==> config.mk <==
export PLATFORM = sky130hd
export DESIGN_NAME = epb_top
export DESIGN_NICKNAME = d
export VERILOG_FILES = /design/src/epb_pkg.sv /design/src/epb_bank_dec.sv /design/src/epb_top.sv
export SDC_FILE = /design/constraint.sdc
export NUM_CORES = 1
export LEC_CHECK = 0
export BUFFER_PORTS_ARGS = -buffer_cell sky130_fd_sc_hd__buf_4
export CORE_AREA = 2 2 193 195
export DETAILED_ROUTE_END_ITERATION = 6
export DIE_AREA = 0 0 195 197
export PLACE_DENSITY = 0.63
export RECOVER_POWER = 100
export SLEW_MARGIN = 20
export SYNTH_ARGS = -nofsm -noshare
export SYNTH_HDL_FRONTEND = slang
export SYNTH_SLANG_ARGS = --single-unit
==> constraint.sdc <==
create_clock -name clk -period 7.96 [get_ports clk]
set_input_delay 0.398 -clock clk [delete_from_list [all_inputs] [get_ports clk]]
set_output_delay 0.398 -clock clk [all_outputs]
set_load 0.05 [all_outputs]
==> src/epb_pkg.sv <==
// Shared constants, carrier structs and state types of the external port bus interface
package epb_pkg;

    // ****************************************************************
    // Register map of the plain configuration port
    // ****************************************************************
    localparam logic [7:0]  REG_CFG      = 8'h00; // system_config_reg
    localparam logic [7:0]  REG_STAT     = 8'h04; // Status, read only except miss clear
    localparam logic [7:0]  REG_SADDR    = 8'h08; // Last decoded slave address

    // Field positions inside system_config_reg and the status register
    localparam int          CFG_IPACK_LSB = 0;    // instr_packing_field, 2 bits
    localparam int          CFG_SYNC_BIT  = 2;    // 1 = synchronous select timing
    localparam int          CFG_LINK0_BIT = 3;    // First link port owns the low lane
    localparam int          CFG_LINK1_BIT = 4;    // Second link port owns the mid lane
    localparam int          CFG_HALF_BIT  = 5;    // SDRAM at half rate
    localparam int          CFG_SDMAP_LSB = 8;    // One bit per bank: bank is SDRAM
    localparam int          STAT_MISS_BIT = 0;    // Sticky refused access, write 1 clears

    // Field values and size figures
    localparam logic [1:0]  IPACK_NOPACK  = 2'h1; // Full width, no packing
    localparam logic [1:0]  ID_KEEP_HI    = 2'h0; // Identity 00x enables the keepers
    localparam int          BANK_LOG_NS   = 24;   // 16 M words per non-SDRAM bank
    localparam int          BANK_LOG_SD   = 26;   // 64 M words per SDRAM bank
    localparam int          IOP_LOG_DEF   = 9;    // Size of the slave register window
    localparam int          NBANK         = 4;
    localparam int          CORE_AW       = 28;

    // ****************************************************************
    // Types
    // ****************************************************************
    typedef enum logic [1:0] {
        EPB_IDLE = 2'b00,
        EPB_ACC  = 2'b01,
        EPB_TURN = 2'b10
    } epb_state_t;

    // Master access request from the core
    typedef struct packed {
        logic                we;
        logic                fetch;
        logic [CORE_AW-1:0]  addr;
        logic [47:0]         wdata;
    } epb_req_t;

    // Slave access toward the register file of the core
    typedef struct packed {
        logic                rd;
        logic                wr;
        logic [23:0]         addr;
        logic [31:0]         wdata;
    } epb_slv_t;

    // Whole state of the top module
    typedef struct packed {
        epb_state_t          st;
        logic                step;
        logic                we;
        logic                sd;
        logic                wide;
        logic [1:0]          ipack;
        logic                sync;
        logic                link0_en;
        logic                link1_en;
        logic                half;
        logic [NBANK-1:0]    sdmap;
        logic                keep_cap;
        logic                keep_en;
        logic                miss;
        logic                busy;
        logic                done;
        logic [47:0]         rdata;
        logic [23:0]         addr_o;
        logic                addr_oe;
        logic [NBANK-1:0]    ms_o;
        logic                ms_oe;
        logic                rd_o;
        logic                wr_o;
        logic                strb_oe;
        logic [47:0]         wd;
        logic                dat_oe;
        logic [7:0]          mid_o;
        logic                mid_oe;
        logic [7:0]          low_o;
        logic                low_oe;
        logic [7:0]          l0_din;
        logic [7:0]          l1_din;
        logic                slv_rd_q;
        logic                slv_wr_q;
        epb_slv_t            slv;
        logic [NBANK-1:0]    ms_seen;
        logic [31:0]         reg_rdata;
    } epb_st_t;

    localparam epb_st_t ST_RST = '{st: EPB_IDLE, rd_o: 1'b1, wr_o: 1'b1,
                                   ms_o: 4'hf, ms_seen: 4'hf, default: '0};

endpackage : epb_pkg

==> src/epb_bank_dec.sv <==
// Bank decoder: core address to active-low bank selects and bank offset
`timescale 1ns/1ps
module epb_bank_dec #(
    parameter int AW = epb_pkg::CORE_AW
) (
    input  wire logic [AW-1:0]             addr,
    input  wire logic [epb_pkg::NBANK-1:0] sdmap,
    output logic      [epb_pkg::NBANK-1:0] sel_n,
    output logic      [25:0]               offset,
    output logic                           hit
);

    logic [AW:0] base;
    logic [AW:0] size;
    logic [AW:0] rel;

    // ****************************************************************
    // Banks sit back to back; each spans its fixed size
    // ****************************************************************
    // Walk the banks in order so mixed sizes stack without holes
    always_comb begin
        base   = '0;
        size   = '0;
        rel    = '0;
        sel_n  = '1;
        offset = '0;
        hit    = 1'b0;
        for (int i = 0; i < epb_pkg::NBANK; i++) begin
            size = sdmap[i] ? ((AW+1)'(1) << epb_pkg::BANK_LOG_SD)
                            : ((AW+1)'(1) << epb_pkg::BANK_LOG_NS);
            if (!hit && ({1'b0, addr} >= base) && ({1'b0, addr} < base + size)) begin
                rel      = {1'b0, addr} - base;
                sel_n[i] = 1'b0;
                offset   = rel[25:0];
                hit      = 1'b1;
            end
            base = base + size;
        end
    end

endmodule : epb_bank_dec

==> src/epb_top.sv <==
// External port bus interface: master accesses, slave register decode, lanes
//
// Our own choices: the register addresses and the strobed register port.
`timescale 1ns/1ps

// Contract
// - As master, drive the target address on the external address bus.
// - As slave, take the address bus as input and decode it.
// - Peers reach only the slave register window; other memory only via DMA.
// - Identity 00x enables the pin keepers; other identities disable them.
// - Upper data lanes carry data words and instruction fetches both ways.
// - Mid and low lanes extend the bus only when their link port is off.
// - Packing field 0x1 fetches whole 48-bit instructions over the wide bus.
// - Non-SDRAM fetch at system rate; SDRAM at full or half rate.
// - Decode upper address into four active-low selects, only one asserted.
// - Banks span 16 M words non-SDRAM, 64M words SDRAM.
// - Asynchronous mode: selects change together with the address.
// - Synchronous mode: select drops after first cycle with acknowledge sampled high.
// - As slave, monitor the bank selects of the current master.
// - As master, pull the read strobe low for every word read.
// - As master, pull the write strobe low for every word written.
module epb_top #(
    parameter int IOP_LOG = epb_pkg::IOP_LOG_DEF
) (
    input  wire logic                           clk,
    input  wire logic                           rstn,
    // Configuration port
    input  wire logic [7:0]                     reg_addr,
    input  wire logic [31:0]                    reg_wdata,
    input  wire logic                           reg_wr,
    input  wire logic                           reg_rd,
    output logic      [31:0]                    reg_rdata,
    // Core side
    input  wire logic                           bus_master,
    input  wire logic                           core_req,
    input  wire epb_pkg::epb_req_t              core_cmd,
    output logic                                core_busy,
    output logic                                core_done,
    output logic      [47:0]                    core_rdata,
    output epb_pkg::epb_slv_t                   io_processor_regs,
    input  wire logic [31:0]                    iop_rdata,
    // Link ports sharing the low data lanes
    input  wire logic [7:0]                     first_link_dout,
    input  wire logic                           first_link_doe,
    output logic      [7:0]                     first_link_data,
    input  wire logic [7:0]                     second_link_dout,
    input  wire logic                           second_link_doe,
    output logic      [7:0]                     second_link_data,
    // External pins
    input  wire logic [2:0]                     proc_identity_pins,
    output logic                                keeper_en,
    input  wire logic [23:0]                    ext_addr_bus_i,
    output logic      [23:0]                    ext_addr_bus_o,
    output logic                                ext_addr_bus_oe,
    input  wire logic [31:0]                    ext_data_bus_upper_i,
    output logic      [31:0]                    ext_data_bus_upper_o,
    output logic                                ext_data_bus_upper_oe,
    input  wire logic [7:0]                     ext_data_lane_mid_i,
    output logic      [7:0]                     ext_data_lane_mid_o,
    output logic                                ext_data_lane_mid_oe,
    input  wire logic [7:0]                     ext_data_lane_low_i,
    output logic      [7:0]                     ext_data_lane_low_o,
    output logic                                ext_data_lane_low_oe,
    input  wire logic [epb_pkg::NBANK-1:0]      bank_select_n_i,
    output logic      [epb_pkg::NBANK-1:0]      bank_select_n_o,
    output logic                                bank_select_n_oe,
    input  wire logic                           rd_n_i,
    output logic                                rd_n_o,
    output logic                                rd_n_oe,
    input  wire logic                           wr_n_i,
    output logic                                wr_n_o,
    output logic                                wr_n_oe,
    input  wire logic                           ack_i
);

    // ****************************************************************
    // Reset release
    // ****************************************************************
    logic [1:0]          rst_q;
    logic                rst_sn;

    // Two flops so release never lands mid-edge in the state register
    always_ff @(posedge clk or negedge rstn) begin
        if (!rstn) begin
            rst_q <= 2'b00;
        end else begin
            rst_q <= {rst_q[0], 1'b1};
        end
    end
    assign rst_sn = rst_q[1];

    // ****************************************************************
    // Bank decode
    // ****************************************************************
    epb_pkg::epb_st_t s;
    epb_pkg::epb_st_t n;
    logic [epb_pkg::NBANK-1:0] dec_sel_n;
    logic [25:0]               dec_off;
    logic                      dec_hit;

    epb_bank_dec #(
        .AW     (epb_pkg::CORE_AW)
    ) u_dec (
        .addr   (core_cmd.addr),
        .sdmap  (s.sdmap),
        .sel_n  (dec_sel_n),
        .offset (dec_off),
        .hit    (dec_hit)
    );

    // ****************************************************************
    // Next state
    // ****************************************************************
    logic             go;
    logic             take;
    logic             wide_ok;
    logic             iop_hit;
    logic             finish;

    // Half-rate SDRAM steps on every other cycle; everything else every cycle
    assign go      = !(s.sd && s.half) || s.step;
    assign take    = (s.st == epb_pkg::EPB_IDLE) && core_req && bus_master;
    assign wide_ok = (s.ipack == epb_pkg::IPACK_NOPACK) && !s.link0_en && !s.link1_en;
    assign iop_hit = (ext_addr_bus_i >> IOP_LOG) == 24'h0;
    assign finish  = (s.st == epb_pkg::EPB_ACC) && go && ack_i;

    always_comb begin
        n           = s;
        n.done      = 1'b0;
        n.slv.rd    = 1'b0;
        n.slv.wr    = 1'b0;
        n.reg_rdata = 32'h0;
        n.step      = ~s.step;

        // Identity straps are caught once, in the first cycle after release
        if (!s.keep_cap) begin
            n.keep_cap = 1'b1;
            n.keep_en  = proc_identity_pins[2:1] == epb_pkg::ID_KEEP_HI;
        end

        // Configuration writes; the clear of miss loses to a new miss below
        if (reg_wr && reg_addr == epb_pkg::REG_CFG) begin
            n.ipack    = reg_wdata[epb_pkg::CFG_IPACK_LSB +: 2];
            n.sync     = reg_wdata[epb_pkg::CFG_SYNC_BIT];
            n.link0_en = reg_wdata[epb_pkg::CFG_LINK0_BIT];
            n.link1_en = reg_wdata[epb_pkg::CFG_LINK1_BIT];
            n.half     = reg_wdata[epb_pkg::CFG_HALF_BIT];
            n.sdmap    = reg_wdata[epb_pkg::CFG_SDMAP_LSB +: epb_pkg::NBANK];
        end
        if (reg_wr && reg_addr == epb_pkg::REG_STAT && reg_wdata[epb_pkg::STAT_MISS_BIT]) begin
            n.miss = 1'b0;
        end

        // Read data appear only in the cycle after the strobe
        if (reg_rd) begin
            unique case (reg_addr)
                epb_pkg::REG_CFG:   n.reg_rdata = {20'h0, s.sdmap, 2'b00, s.half,
                                                   s.link1_en, s.link0_en, s.sync, s.ipack};
                epb_pkg::REG_STAT:  n.reg_rdata = {20'h0, s.ms_seen, 2'b00, s.st,
                                                   s.keep_en, 1'b0, s.busy, s.miss};
                epb_pkg::REG_SADDR: n.reg_rdata = {8'h0, s.slv.addr};
                default:            n.reg_rdata = 32'h0;
            endcase
        end

        // Master access sequence
        unique case (s.st)
            epb_pkg::EPB_IDLE: begin
                if (take && !dec_hit) begin
                    n.miss = 1'b1;
                    n.done = 1'b1;
                end else if (take) begin
                    n.st      = epb_pkg::EPB_ACC;
                    n.busy    = 1'b1;
                    n.we      = core_cmd.we;
                    n.wide    = core_cmd.fetch && !core_cmd.we && wide_ok;
                    n.sd      = |(~dec_sel_n & s.sdmap);
                    n.step    = 1'b0;
                    n.addr_o  = dec_off[23:0];
                    n.addr_oe = 1'b1;
                    n.ms_o    = dec_sel_n;
                    n.ms_oe   = 1'b1;
                    n.rd_o    = core_cmd.we;
                    n.wr_o    = !core_cmd.we;
                    n.strb_oe = 1'b1;
                    n.wd      = core_cmd.wdata;
                    n.dat_oe  = core_cmd.we;
                end else if (!bus_master) begin
                    n.addr_oe = 1'b0;
                    n.ms_oe   = 1'b0;
                    n.strb_oe = 1'b0;
                    n.ms_o    = 4'hf;
                end
            end
            epb_pkg::EPB_ACC: begin
                // Low acknowledge holds the access open
                if (finish) begin
                    n.st     = epb_pkg::EPB_TURN;
                    n.rd_o   = 1'b1;
                    n.wr_o   = 1'b1;
                    n.dat_oe = 1'b0;
                    n.done   = 1'b1;
                    n.busy   = 1'b0;
                    if (!s.we) begin
                        n.rdata = {ext_data_bus_upper_i,
                                   s.wide ? ext_data_lane_mid_i : 8'h0,
                                   s.wide ? ext_data_lane_low_i : 8'h0};
                    end
                    // Synchronous selects drop; asynchronous ones follow the address
                    if (s.sync) begin
                        n.ms_o = 4'hf;
                    end
                end
            end
            epb_pkg::EPB_TURN: begin
                n.st = epb_pkg::EPB_IDLE;
            end
            default: begin
                n.st = epb_pkg::EPB_IDLE;
            end
        endcase

        // Slave side: the current master drives address and strobes
        if (!bus_master) begin
            n.ms_seen  = bank_select_n_i;
            n.slv_rd_q = !rd_n_i;
            n.slv_wr_q = !wr_n_i;
            // A strobe pair that breaks the exclusion is ignored outright
            if (!wr_n_i && !s.slv_wr_q && rd_n_i) begin
                if (iop_hit) begin
                    n.slv.wr    = 1'b1;
                    n.slv.addr  = ext_addr_bus_i;
                    n.slv.wdata = ext_data_bus_upper_i;
                end else begin
                    n.miss = 1'b1;
                end
            end
            if (!rd_n_i && !s.slv_rd_q && wr_n_i) begin
                if (iop_hit) begin
                    n.slv.rd   = 1'b1;
                    n.slv.addr = ext_addr_bus_i;
                end else begin
                    n.miss = 1'b1;
                end
            end
            // Drive read data for as long as the reader holds its strobe
            n.dat_oe = !rd_n_i && wr_n_i && iop_hit;
            n.wide   = 1'b0;
            n.wd     = {iop_rdata, 16'h0};
        end

        // Shared lanes: link ports own them when enabled
        n.l0_din = ext_data_lane_low_i;
        n.l1_din = ext_data_lane_mid_i;
        if (s.link1_en) begin
            n.mid_o  = second_link_dout;
            n.mid_oe = second_link_doe;
        end else begin
            n.mid_o  = n.wd[15:8];
            n.mid_oe = n.dat_oe && bus_master;
        end
        if (s.link0_en) begin
            n.low_o  = first_link_dout;
            n.low_oe = first_link_doe;
        end else begin
            n.low_o  = n.wd[7:0];
            n.low_oe = n.dat_oe && bus_master;
        end
    end

    // State register
    always_ff @(posedge clk or negedge rst_sn) begin
        if (!rst_sn) begin
            s <= epb_pkg::ST_RST;
        end else begin
            s <= n;
        end
    end

    // ****************************************************************
    // Outputs, all straight from the state register
    // ****************************************************************
    assign reg_rdata             = s.reg_rdata;
    assign core_busy             = s.busy;
    assign core_done             = s.done;
    assign core_rdata            = s.rdata;
    assign io_processor_regs     = s.slv;
    assign first_link_data       = s.l0_din;
    assign second_link_data      = s.l1_din;
    assign keeper_en             = s.keep_en;
    assign ext_addr_bus_o        = s.addr_o;
    assign ext_addr_bus_oe       = s.addr_oe;
    assign ext_data_bus_upper_o  = s.wd[47:16];
    assign ext_data_bus_upper_oe = s.dat_oe;
    assign ext_data_lane_mid_o   = s.mid_o;
    assign ext_data_lane_mid_oe  = s.mid_oe;
    assign ext_data_lane_low_o   = s.low_o;
    assign ext_data_lane_low_oe  = s.low_oe;
    assign bank_select_n_o       = s.ms_o;
    assign bank_select_n_oe      = s.ms_oe;
    assign rd_n_o                = s.rd_o;
    assign rd_n_oe               = s.strb_oe;
    assign wr_n_o                = s.wr_o;
    assign wr_n_oe               = s.strb_oe;
endmodule : epb_top

After elaboration in Yosys (flattened, before gate mapping):

Index checks and enable logic that the tools add are counted.

* flip-flop bits (word level): 283
* output and inout port bits: 242
* logic and storage cells: 191
* input port bits: 256

* $add $sub $neg: 6
* muxes and demuxes: 65
* bitwise logic cells: 6
* equality and inequality tests: 12
* order comparisons: 7
* reductions and logical operators: 53

Operator list (count)
* 57-bit 2-to-1 mux: 3
* 24-bit 2-to-1 mux: 7
* 27-bit 2-to-1 mux: 4
* 49-bit 2-to-1 mux: 2
* 48-bit 2-to-1 mux: 2
* 24-bit one-hot mux with 3 select lines: 1
* 24-bit subtractor: 3
* 62-bit 2-to-1 mux: 1
* 28-bit by 29-bit less-than comparator with 1-bit output: 2
* 50-bit 2-to-1 mux: 1
* 28-bit by 27-bit adder with 29-bit output: 1
* 29-bit by 27-bit adder with 29-bit output: 1
* 28-bit by 29-bit >= comparator with 1-bit output: 1
* 27-bit by 27-bit adder with 28-bit output: 1
* 28-bit by 27-bit >= comparator with 1-bit output: 1
* 28-bit >= comparator: 1
* 28-bit by 27-bit less-than comparator with 1-bit output: 1
* 28-bit less-than comparator: 1
* 1-bit logical AND: 26
* 1-bit 2-to-1 mux: 25
* 24-bit logical NOT: 1
* 6-bit 2-to-1 mux: 4
* 9-bit 2-to-1 mux: 2
* 3-bit AND reduction: 6
* 23 further kinds: 51

Longest topological paths before layout:

Gate-level depths: netlist (run 1).

* depth in word-level cells: 24
* gate-level depth with buffers: 16

Modules after synthesis:

From an unflattened synthesis (run 1), not the netlist that was laid out.

* cells, all modules: 1186
* area total of the unflattened synthesis: 13082.5 um^2

By module, submodules not included
* epb_top: cells an instance 1083, area an instance 12236.7 um^2, seq. area each 6844.1 um^2, instances 1
* epb_bank_dec: cells an instance 103, area an instance 845.8 um^2, seq. area each 0.0 um^2, instances 1

Worst setup path after synthesis (run 1):

No wires, ideal clock.

* path kind: register to register
* start: register s[265] (netlist bit)
* end: register s (netlist bit ext_data_lane_mid_o[3])
* data arrival time: 3.319 ns
* setup time: 0.125 ns
* setup slack: 4.517 ns
* stages on the path, launching flop included: 15
* period minus slack after synthesis: 3.443 ns
* cells stage by stage: dfrtp_1 > inv_1 > fa_1 > inv_1 > ha_1 > a21oi_1 > mux2_2 > ha_1 > a2111oi_4 > nor3_2 > a31o_1 > buf_6 > buf_6 > mux2i_2 > mux2_2

RTL lines
* start, declared: line epb_top.sv:95 `epb_pkg::epb_st_t s;`
* start signal, assigned: line epb_top.sv:274 `s <= epb_pkg::ST_RST;`
* start signal, assigned: line epb_top.sv:276 `s <= n;`

Worst setup path in the final report (run 1):

* start: input bus_master
* end: register s (netlist bit io_processor_regs[6])

* cells in the longest elaborated chain, start to end: 2

RTL lines
* start, declared: line epb_top.sv:34 `input wire logic bus_master,`
* 1-bit NOT (no line)
* 3-bit AND reduction (no line)

No other way between the ends.
A chain may end at the register's enable or synchronous reset.

==> results of run 1 <==
state kept, by name, summed over array words and instances (netlist names), 2 cells and up, named ones only:
name and count:
ext_data_lane_mid_o 8, second_link_data 8, ext_data_lane_low_o 8, first_link_data 8, reg_rdata 24, bank_select_n_o 4, ext_data_bus_upper_o 32, rst_q 2
io_processor_regs 34, core_rdata 48, s 40, ext_addr_bus_o 24
worst min-delay path, cell delays in order:
cell	delay, ns
buf_4	0.07
nand2_1	0.04
nand2_1	0.05
logic make-up after synthesis:
group           share of synthesized area
xor+xnor                          0.00137
fa+ha+maj                          0.0196
flops                               0.537
mux                                0.0828
buf+inv                             0.162
other cells                      0.000589
compound gates                     0.0473
simple gates                        0.149
layout make-up:
type,count,area [um^2]
antenna,1,2.50
clock buffer,41,863
clock inverter,14,183
fill,3688,20900
inverter,23,86.3
multi-input combinational,666,3870
sequential,273,6840
tap,468,586
timing repair buffer,498,2910
worst min-delay path by stage:
stage	end	slack [ns]	cells after the start
2_1_floorplan	rst_q[0]$_DFF_PN0_	0.10	0
3_3_place_gp	rst_q[0]$_DFF_PN0_	0.18	1
3_5_place_dp	rst_q[0]$_DFF_PN0_	0.18	1
4_1_cts	core_rdata[37]$_DFFE_PN0P_	0.0004	3
5_1_grt	ext_addr_bus_o[12]$_DFFE_PN0P_	0.008	3
6_report	ext_addr_bus_o[16]$_DFFE_PN0P_	0.03	3
layer usage:
layer | wire, um | part of all wire
met3 | 2000 | 0.057
met1 | 15200 | 0.43
met4 | 1070 | 0.030
met2 | 16900 | 0.48
met5 | 0 | 0
layout by cell type, fill, tap and decap left out, types with 3 or more instances in the layout:
master / count
and2_0: 8
clkbuf_8: 5
and2_1: 9
buf_4: 216
clkbuf_1: 254
dfrtp_1: 263
nor2b_1: 18
nand3_1: 20
mux2i_1: 26
a21oi_1: 15
nor4_1: 3
dlygate4sd3_1: 22
bufinv_16: 4
nor2_1: 135
o21a_1: 3
clkbuf_4: 8
inv_1: 23
clkbuf_16: 31
clkinv_2: 6
dfstp_2: 10
nand2_1: 240
o21ai_0: 13
conb_1: 10
mux2_2: 68
a31oi_1: 4
ha_1: 16
a211oi_1: 31
nor3_1: 4
nand2b_1: 3
o31ai_1: 3
power breakdown:
part	total, mW	switching [mW]	internal (mW)	leakage, nW
Combinational	1.50	1.17	0.331	3.49
Clock	1.46	0.573	0.887	0.513
Sequential	1.74	0.126	1.62	3.53
==> metrics.md, run 1 <==
| Metric | Value |
|---|---|
| Placer Congestion | `0.912` |
| First-pass GRT wire length | `53.5 mm` |
| Largest area contributor in the netlist | `dfrtp_1` |
| Antenna-violating nets left | `0` |
| Drt drc | `0` |
| Fmax achieved | `187 MHz` |
| Worst Path Required | `8.39 ns` |
| CP top delay family | `buffers and inverters` |
| Fin. max-slew vios | `226` |
| Final Cycle Share | `0.672` |
| RR Endpoint | `ext_data_lane_mid_o[0]$_DFF_PN0_` |
| Share of layout cells above drive strength 1 | `0.242` |
| Num CTS Buffers | `31` |
| Cell depth of the worst flop-to-flop path | `13` |
| CP bufs+invs | `3` |
| TritonCTS clock tree | `yes` |
| Inst Count DP | `1905` |
| PD cells | `307 mW/mm^2` |
| Final core utilization | `0.423` |
| Clk_lat worst skew | `0.56 ns` |
| Final setup TNS | `0 ns` |
| Grt met2 use | `0.298` |
| Post-synth EDFFs | `0` |
| Power Total | `4.71 mW` |
| Final setup violation count | `0` |
| Non-filler instance count after layout | `1984` |
| Most numerous cell in the Yosys netlist | `dfrtp_1` |
| Synth Register Bits | `273` |
| I/O Pins | `498` |
| Initial antenna violation count | `0` |
| GR Overflow Total | `0` |
| Vias in the first global route | `9258` |
| Yosys top cell area share | `0.516` |
| CTS Hold Buffers Added | `22` |
| Row cnt | `70` |
| Relative slew margins | `-1.57` |
| Async S/R FF share, synth | `1.00` |
| Drt first pass iters | `5` |
| CP Capture Type | `flop` |
| HPWL after DPL | `25.2 mm` |
| DRT iter0 DRCs | `457` |
| CP Class | `in2reg` |
| Maximum fanout along the worst path | `84` |
| Die X | `195 um` |
| Fin crit period | `5.35 ns` |
| Failing checks | `capacitance limit, slew limit` |
| Largest net degree at the start of global routing | `135` |
| Clock transition at the registers of the reported paths | `0.06 ns` |
| Outcome | `finished, violations left` |
| Synthesis Warnings | `0` |
| GR Util met3 | `0.0339` |
| DIE AREA | `0.0384 mm^2` |
| WL final | `35.1 mm` |
| Crit path capture | `io_processor_regs[6]$_DFFE_PN0P_` |
| Die Height | `197 um` |
| Commonest cells post-synth | `dfrtp_1 (263), nand2_1 (240), buf_4 (233)` |
| CP startpoint | `bus_master` |
| CP peak stage delay | `2.64 ns` |
| CP Depth | `6` |
| Area grow syn2layout | `20.5%` |
| Library cells used by synthesis | `54` |
| IO Port Bufs | `466` |
| DR vias | `9055` |
| Post-CTS resize count | `0` |
| R2R Setup Slk | `3.63 ns` |
| Synth area leaders | `dfrtp_1 (52%), buf_4 (14%), nand2_1 (7.1%), mux2_2 (6.0%), nor2_1 (4.1%)` |
| Leakage | `7.53 nW` |
| Tot GR Track Use | `0.178` |
| Post-Synthesis Cell Area | `0.0127 mm^2` |
| Sink Count | `273` |
| Hold_sp | `core_cmd[64]` |
| Final WS setup | `2.61 ns` |
| Via density | `4.56` |
| Sequential area share after synthesis | `0.537` |
| Worst path arrival time | `5.78 ns` |
| Starting density of the core | `0.351` |
| Final hold viol count | `0` |
| Cell area after layout | `0.0153 mm^2` |
| Most used DFF post-synth | `dfrtp_1` |
| Nets | `1767` |
| Worst slack at placement | `3.54 ns` |
| Hold Path Class | `in2reg` |
| Mapped Avg Cell Area | `10.3 um^2` |
| Max clock buf depth | `3` |
| WL per Instance | `17.7 um` |
| Core Region | `0.0363 mm^2` |
| GRT busiest layer | `met2` |
| Critical-path cell list | `clkbuf_1 > inv_1 > nand2b_1 > nor2_4 > buf_4 > mux2_2` |
| WHS | `0.0313 ns` |
| Peak VDD IR | `0.269 mV` |
| Post-CTS Setup Repair Bufs | `0` |
| R2R Path Start | `s[265]$_DFFE_PN0P_` |
| RSZ-0062 raised after global routing | `false` |
| Slew @ Worst Pin | `3.85 ns` |
| Cells after synthesis | `1237` |
| Root Driver | `clkbuf_16` |
| Fin Clk Skew | `0.0121 ns` |
| Met1 usage | `0.229` |
| Slowest CP cell | `clkbuf_1` |
| CP Launch Type | `primary input` |
| Placed instance area | `0.0150 mm^2` |
| Max-cap violations | `4` |
| CTS H-tree lvls | `1` |
Note: power is estimated with default switching activity, not from simulation.
==> inputs of run 2 (changes only) <==
- ABC_AREA: unset -> 1
- PLACE_DENSITY: 0.63 -> 0.61
- clock period: 7.96 -> 5 ns (I/O delays scaled with it)
==> run 2 against run 1 <==
  * The run still ends with capacitance limit, slew limit left
  * Register-to-register slack got worse by 3.2 ns
  * Design area rose by 11%
  * Largest cell class unchanged
  * Clock-buffer cell count rose by 3
  * Critical path type is now reg2reg
==> metrics.md, run 2 <==
| Metric | Value |
|---|---|
| Row cnt | `70 (unchanged)` |
| Sw frac | `0.399 (+0.000961)` |
| First-pass GRT wire length | `60.0 mm (+12%)` |
| Synth area leaders | `dfrtp_1 (51%), buf_4 (14%), nand2_1 (11%), inv_1 (3.2%), mux2_2 (3.0%)` |
| Comb pwr share | `0.337 (+0.018)` |
| Slew @ Worst Pin | `2.50 ns (-1.35 ns)` |
| Outcome | `finished, violations left` |
| WL per Instance | `16.6 um (-6.1%)` |
| Most frequent cells in the layout | `nand2_1 (392), dfrtp_1 (263), clkbuf_1 (247), buf_4 (213), dlygate4sd3_1 (194)` |
| Starting density of the core | `0.354 (+0.00231)` |
| Max FFs per register | `48 (unchanged)` |
| Power Total | `7.76 mW (+65%)` |
| Drt first pass iters | `4 (-1)` |
| Commonest cells post-synth | `nand2_1 (392), dfrtp_1 (263), buf_4 (236)` |
| Library cells used by synthesis | `40 (-26%)` |
| Number of stages on the worst hold path | `4 (+1)` |
| Tot GR Track Use | `0.197 (+0.0192)` |
| Pint | `4.67 mW (+65%)` |
| Fillers | `3540 (-4.0%)` |
| HPWL after DPL | `26.1 mm (+3.5%)` |
| Non-filler instance count after layout | `2309 (+16%)` |
| Fmax achieved | `221 MHz` |
| I/O Pins | `498 (unchanged)` |
| PD cells | `454 mW/mm^2 (+48%)` |
| Cells after synthesis | `1388 (+12%)` |
| Maximum fanout along the worst path | `24 (-71%)` |
| Max-cap violations | `5 (+1)` |
| Sw Pwr | `3.09 mW (+65%)` |
| Post-synth EDFFs | `0 (unchanged)` |
| Final setup TNS | `0 ns (unchanged)` |
| Sink Count | `273 (unchanged)` |
| Die X | `195 um (unchanged)` |
| Post-Synthesis Cell Area | `0.0128 mm^2 (+0.66%)` |
| Most numerous cell in the Yosys netlist | `nand2_1` |
| Core Region | `0.0363 mm^2 (unchanged)` |
| GR Overflow Total | `0 (unchanged)` |
| DIE AREA | `0.0384 mm^2 (unchanged)` |
| Failing checks | `capacitance limit, slew limit` |
| Root Driver | `clkbuf_16` |
| Fin Clk Skew | `0.0149 ns (+0.00276 ns)` |
| Final Cycle Share | `0.906` |
| Commonest non-fill, non-tap cell in the layout | `nand2_1` |
| Die Height | `197 um (unchanged)` |
| Seq pwr share | `0.365 (-0.006)` |
| Fin crit period | `4.53 ns` |
| Relative slew margins | `-0.664 (+0.903)` |
| DRT iter0 DRCs | `359 (-21%)` |
| Most used DFF post-synth | `dfrtp_1` |
| Antenna-violating nets left | `0 (unchanged)` |
| Drt drc | `0 (unchanged)` |
| Clk_lat worst skew | `0.58 ns (+0.02 ns)` |
| Fin. max-slew vios | `300 (+33%)` |
| Area grow syn2layout | `33.3%` |
| Max clock buf depth | `3 (unchanged)` |
| RSZ-0062 raised after global routing | `false` |
| Mapped Avg Cell Area | `9.24 um^2 (-10%)` |
| Num CTS Buffers | `31 (unchanged)` |
| Via density | `4.51 (-1.2%)` |
| CP Capture Type | `flop` |
| CP Launch Type | `flop` |
| N_diodes | `0 (-1)` |
| Inst Count DP | `2059 (+8.1%)` |
| Largest area contributor in the netlist | `dfrtp_1` |
| Hold Path Class | `in2reg` |
| Final setup violation count | `0 (unchanged)` |
| Worst path arrival time | `5.04 ns (-0.74 ns)` |
| Leakage | `8.75 nW (+16%)` |
| Clock Power Share | `0.298 (-0.012)` |
| CTS H-tree lvls | `1 (unchanged)` |
| Final hold viol count | `0 (unchanged)` |
| Sequential area share after synthesis | `0.534 (-0.00351)` |
| TritonCTS clock tree | `yes` |
| Largest net degree at the start of global routing | `132 (-2.2%)` |
| Worst Path Required | `5.51 ns (-2.88 ns)` |
| IO Port Bufs | `466 (unchanged)` |
| WL final | `38.4 mm (+9.2%)` |
| Vias in the first global route | `11.2k (+21%)` |
| Yosys top cell area share | `0.513 (-0.00338)` |
| CP Class | `reg2reg` |
| Post-CTS Setup Repair Bufs | `0 (unchanged)` |
| DR vias | `10.4k (+15%)` |
| Synth Register Bits | `273 (unchanged)` |
| Cell depth of the worst flop-to-flop path | `20 (+7)` |
| Async S/R FF share, synth | `1.00 (unchanged)` |
| Synthesis Warnings | `0 (unchanged)` |
| Peak VDD IR | `0.422 mV (+57%)` |
| Initial antenna violation count | `0 (unchanged)` |
| Placer Congestion | `0.781 (-14%)` |
| Nets | `2092 (+18%)` |
| Clock transition at the registers of the reported paths | `0.06 ns (about the same)` |
| Share of layout cells above drive strength 1 | `0.186 (-0.0558)` |
[run 2: layer usage]
| metal | share of wire | GRT usage | up-vias |
|---|---|---|---|
| li1 | - | - | 4948 |
| met1 | 0.41 | 0.235 | 5008 |
| met2 | 0.50 | 0.349 | 392 |
| met3 | 0.069 | 0.0440 | 68 |
| met4 | 0.027 | 0.0687 | 0 |
| met5 | 0 | 0 | - |
[run 2: power by group through the flow]
stage | Clock, mW | Combinational [mW] | Sequential (mW)
after floorplan | 0 | 2.24 | 2.88
after global placement | 0 | 2.73 | 2.87
after global routing | 2.46 | 2.78 | 2.89
after CTS | 2.37 | 2.93 | 2.85
after detailed placement | 0 | 2.75 | 2.88
final | 2.31 | 2.61 | 2.84
[run 2: cell type report]
cell class | instances | area, um^2 | area share
Multi-Input combinational cell | 731 | 3590 | 0.210
Inverter | 112 | 420 | 0.0246
Tap cell | 468 | 586 | 0.0342
Clock buffer | 44 | 925 | 0.0541
Sequential cell | 273 | 6840 | 0.400
Clock inverter | 12 | 120 | 0.00703
Timing Repair Buffer | 669 | 4610 | 0.270
[run 2: final timing paths]
| path | from | endpoint | slack [ns] |
|---|---|---|---|
| min in group asynchronous | rstn | rst_q[1]$_DFF_PN0_ | 0.57 |
| hold reg to reg | rst_q[0]$_DFF_PN0_ | rst_q[1]$_DFF_PN0_ | 0.36 |
| setup reg to reg | s[265]$_DFFE_PN0P_ | ext_data_lane_mid_o[5]$_DFF_PN0_ | 0.47 |
| max in group asynchronous | rst_q[1]$_DFF_PN0_ | s[269]$_DFFE_PN0P_ | 0.94 |
| setup / recovery | s[265]$_DFFE_PN0P_ | ext_data_lane_mid_o[5]$_DFF_PN0_ | 0.47 |
| hold / removal | core_cmd[14] | s[145]$_DFF_PN0_ | 0.01 |
[run 2: cells by family (layout without fill, tap and decap cells)]
| group | Yosys count | after routing | share of synthesized area |
|---|---|---|---|
| and+or+nand+nor | 572 | 572 | 0.188 |
| buffers and inverters | 392 | 837 | 0.187 |
| DFF | 273 | 273 | 0.534 |
| AOI/OAI and AO/OA | 95 | 95 | 0.0407 |
| muxes | 34 | 34 | 0.0298 |
| adders and majority gates | 18 | 18 | 0.0187 |
| other | 2 | 10 | 0.000585 |
| xor gates and xnor gates | 2 | 2 | 0.00137 |
[run 2: critical path: stages (launching register included)]
cell	delay, ns
dfrtp_1	0.40
inv_1	0.25
fa_1	0.52
ha_1	0.24
ha_1	0.28
inv_1	0.04
ha_1	0.26
nand2_1	0.05
nand2_1	0.05
nand2_1	0.05
nand2_1	0.05
nand2_1	0.04
nand2_1	0.10
nand3_4	0.25
nand2_4	0.36
clkbuf_2	0.58
nand3_1	0.19
nand2_2	0.11
nand2_1	0.05
nand2_1	0.05
dlygate4sd3_1	0.53
[run 2: through the flow]
stage	util	hold WS, ns	cell area, um^2	worst slack (ns)
6_report	0.472	0.0147	17100	0.469
5_1_grt	0.472	0.0213	17100	0.0685
3_5_place_dp	0.416	0.0353	15100	0.950
2_1_floorplan	-	-0.0456	12900	0.535
4_1_cts	0.498	0.00235	18100	0.398
3_3_place_gp	0.416	0.0345	15100	0.972
[run 2: timing repair]
item                                    4_1_cts  5_1_grt
endpoints found under the hold margin       205        0
endpoints found under the setup margin        0        0
hold buffers                                194        0
gates resized for setup                       0        0
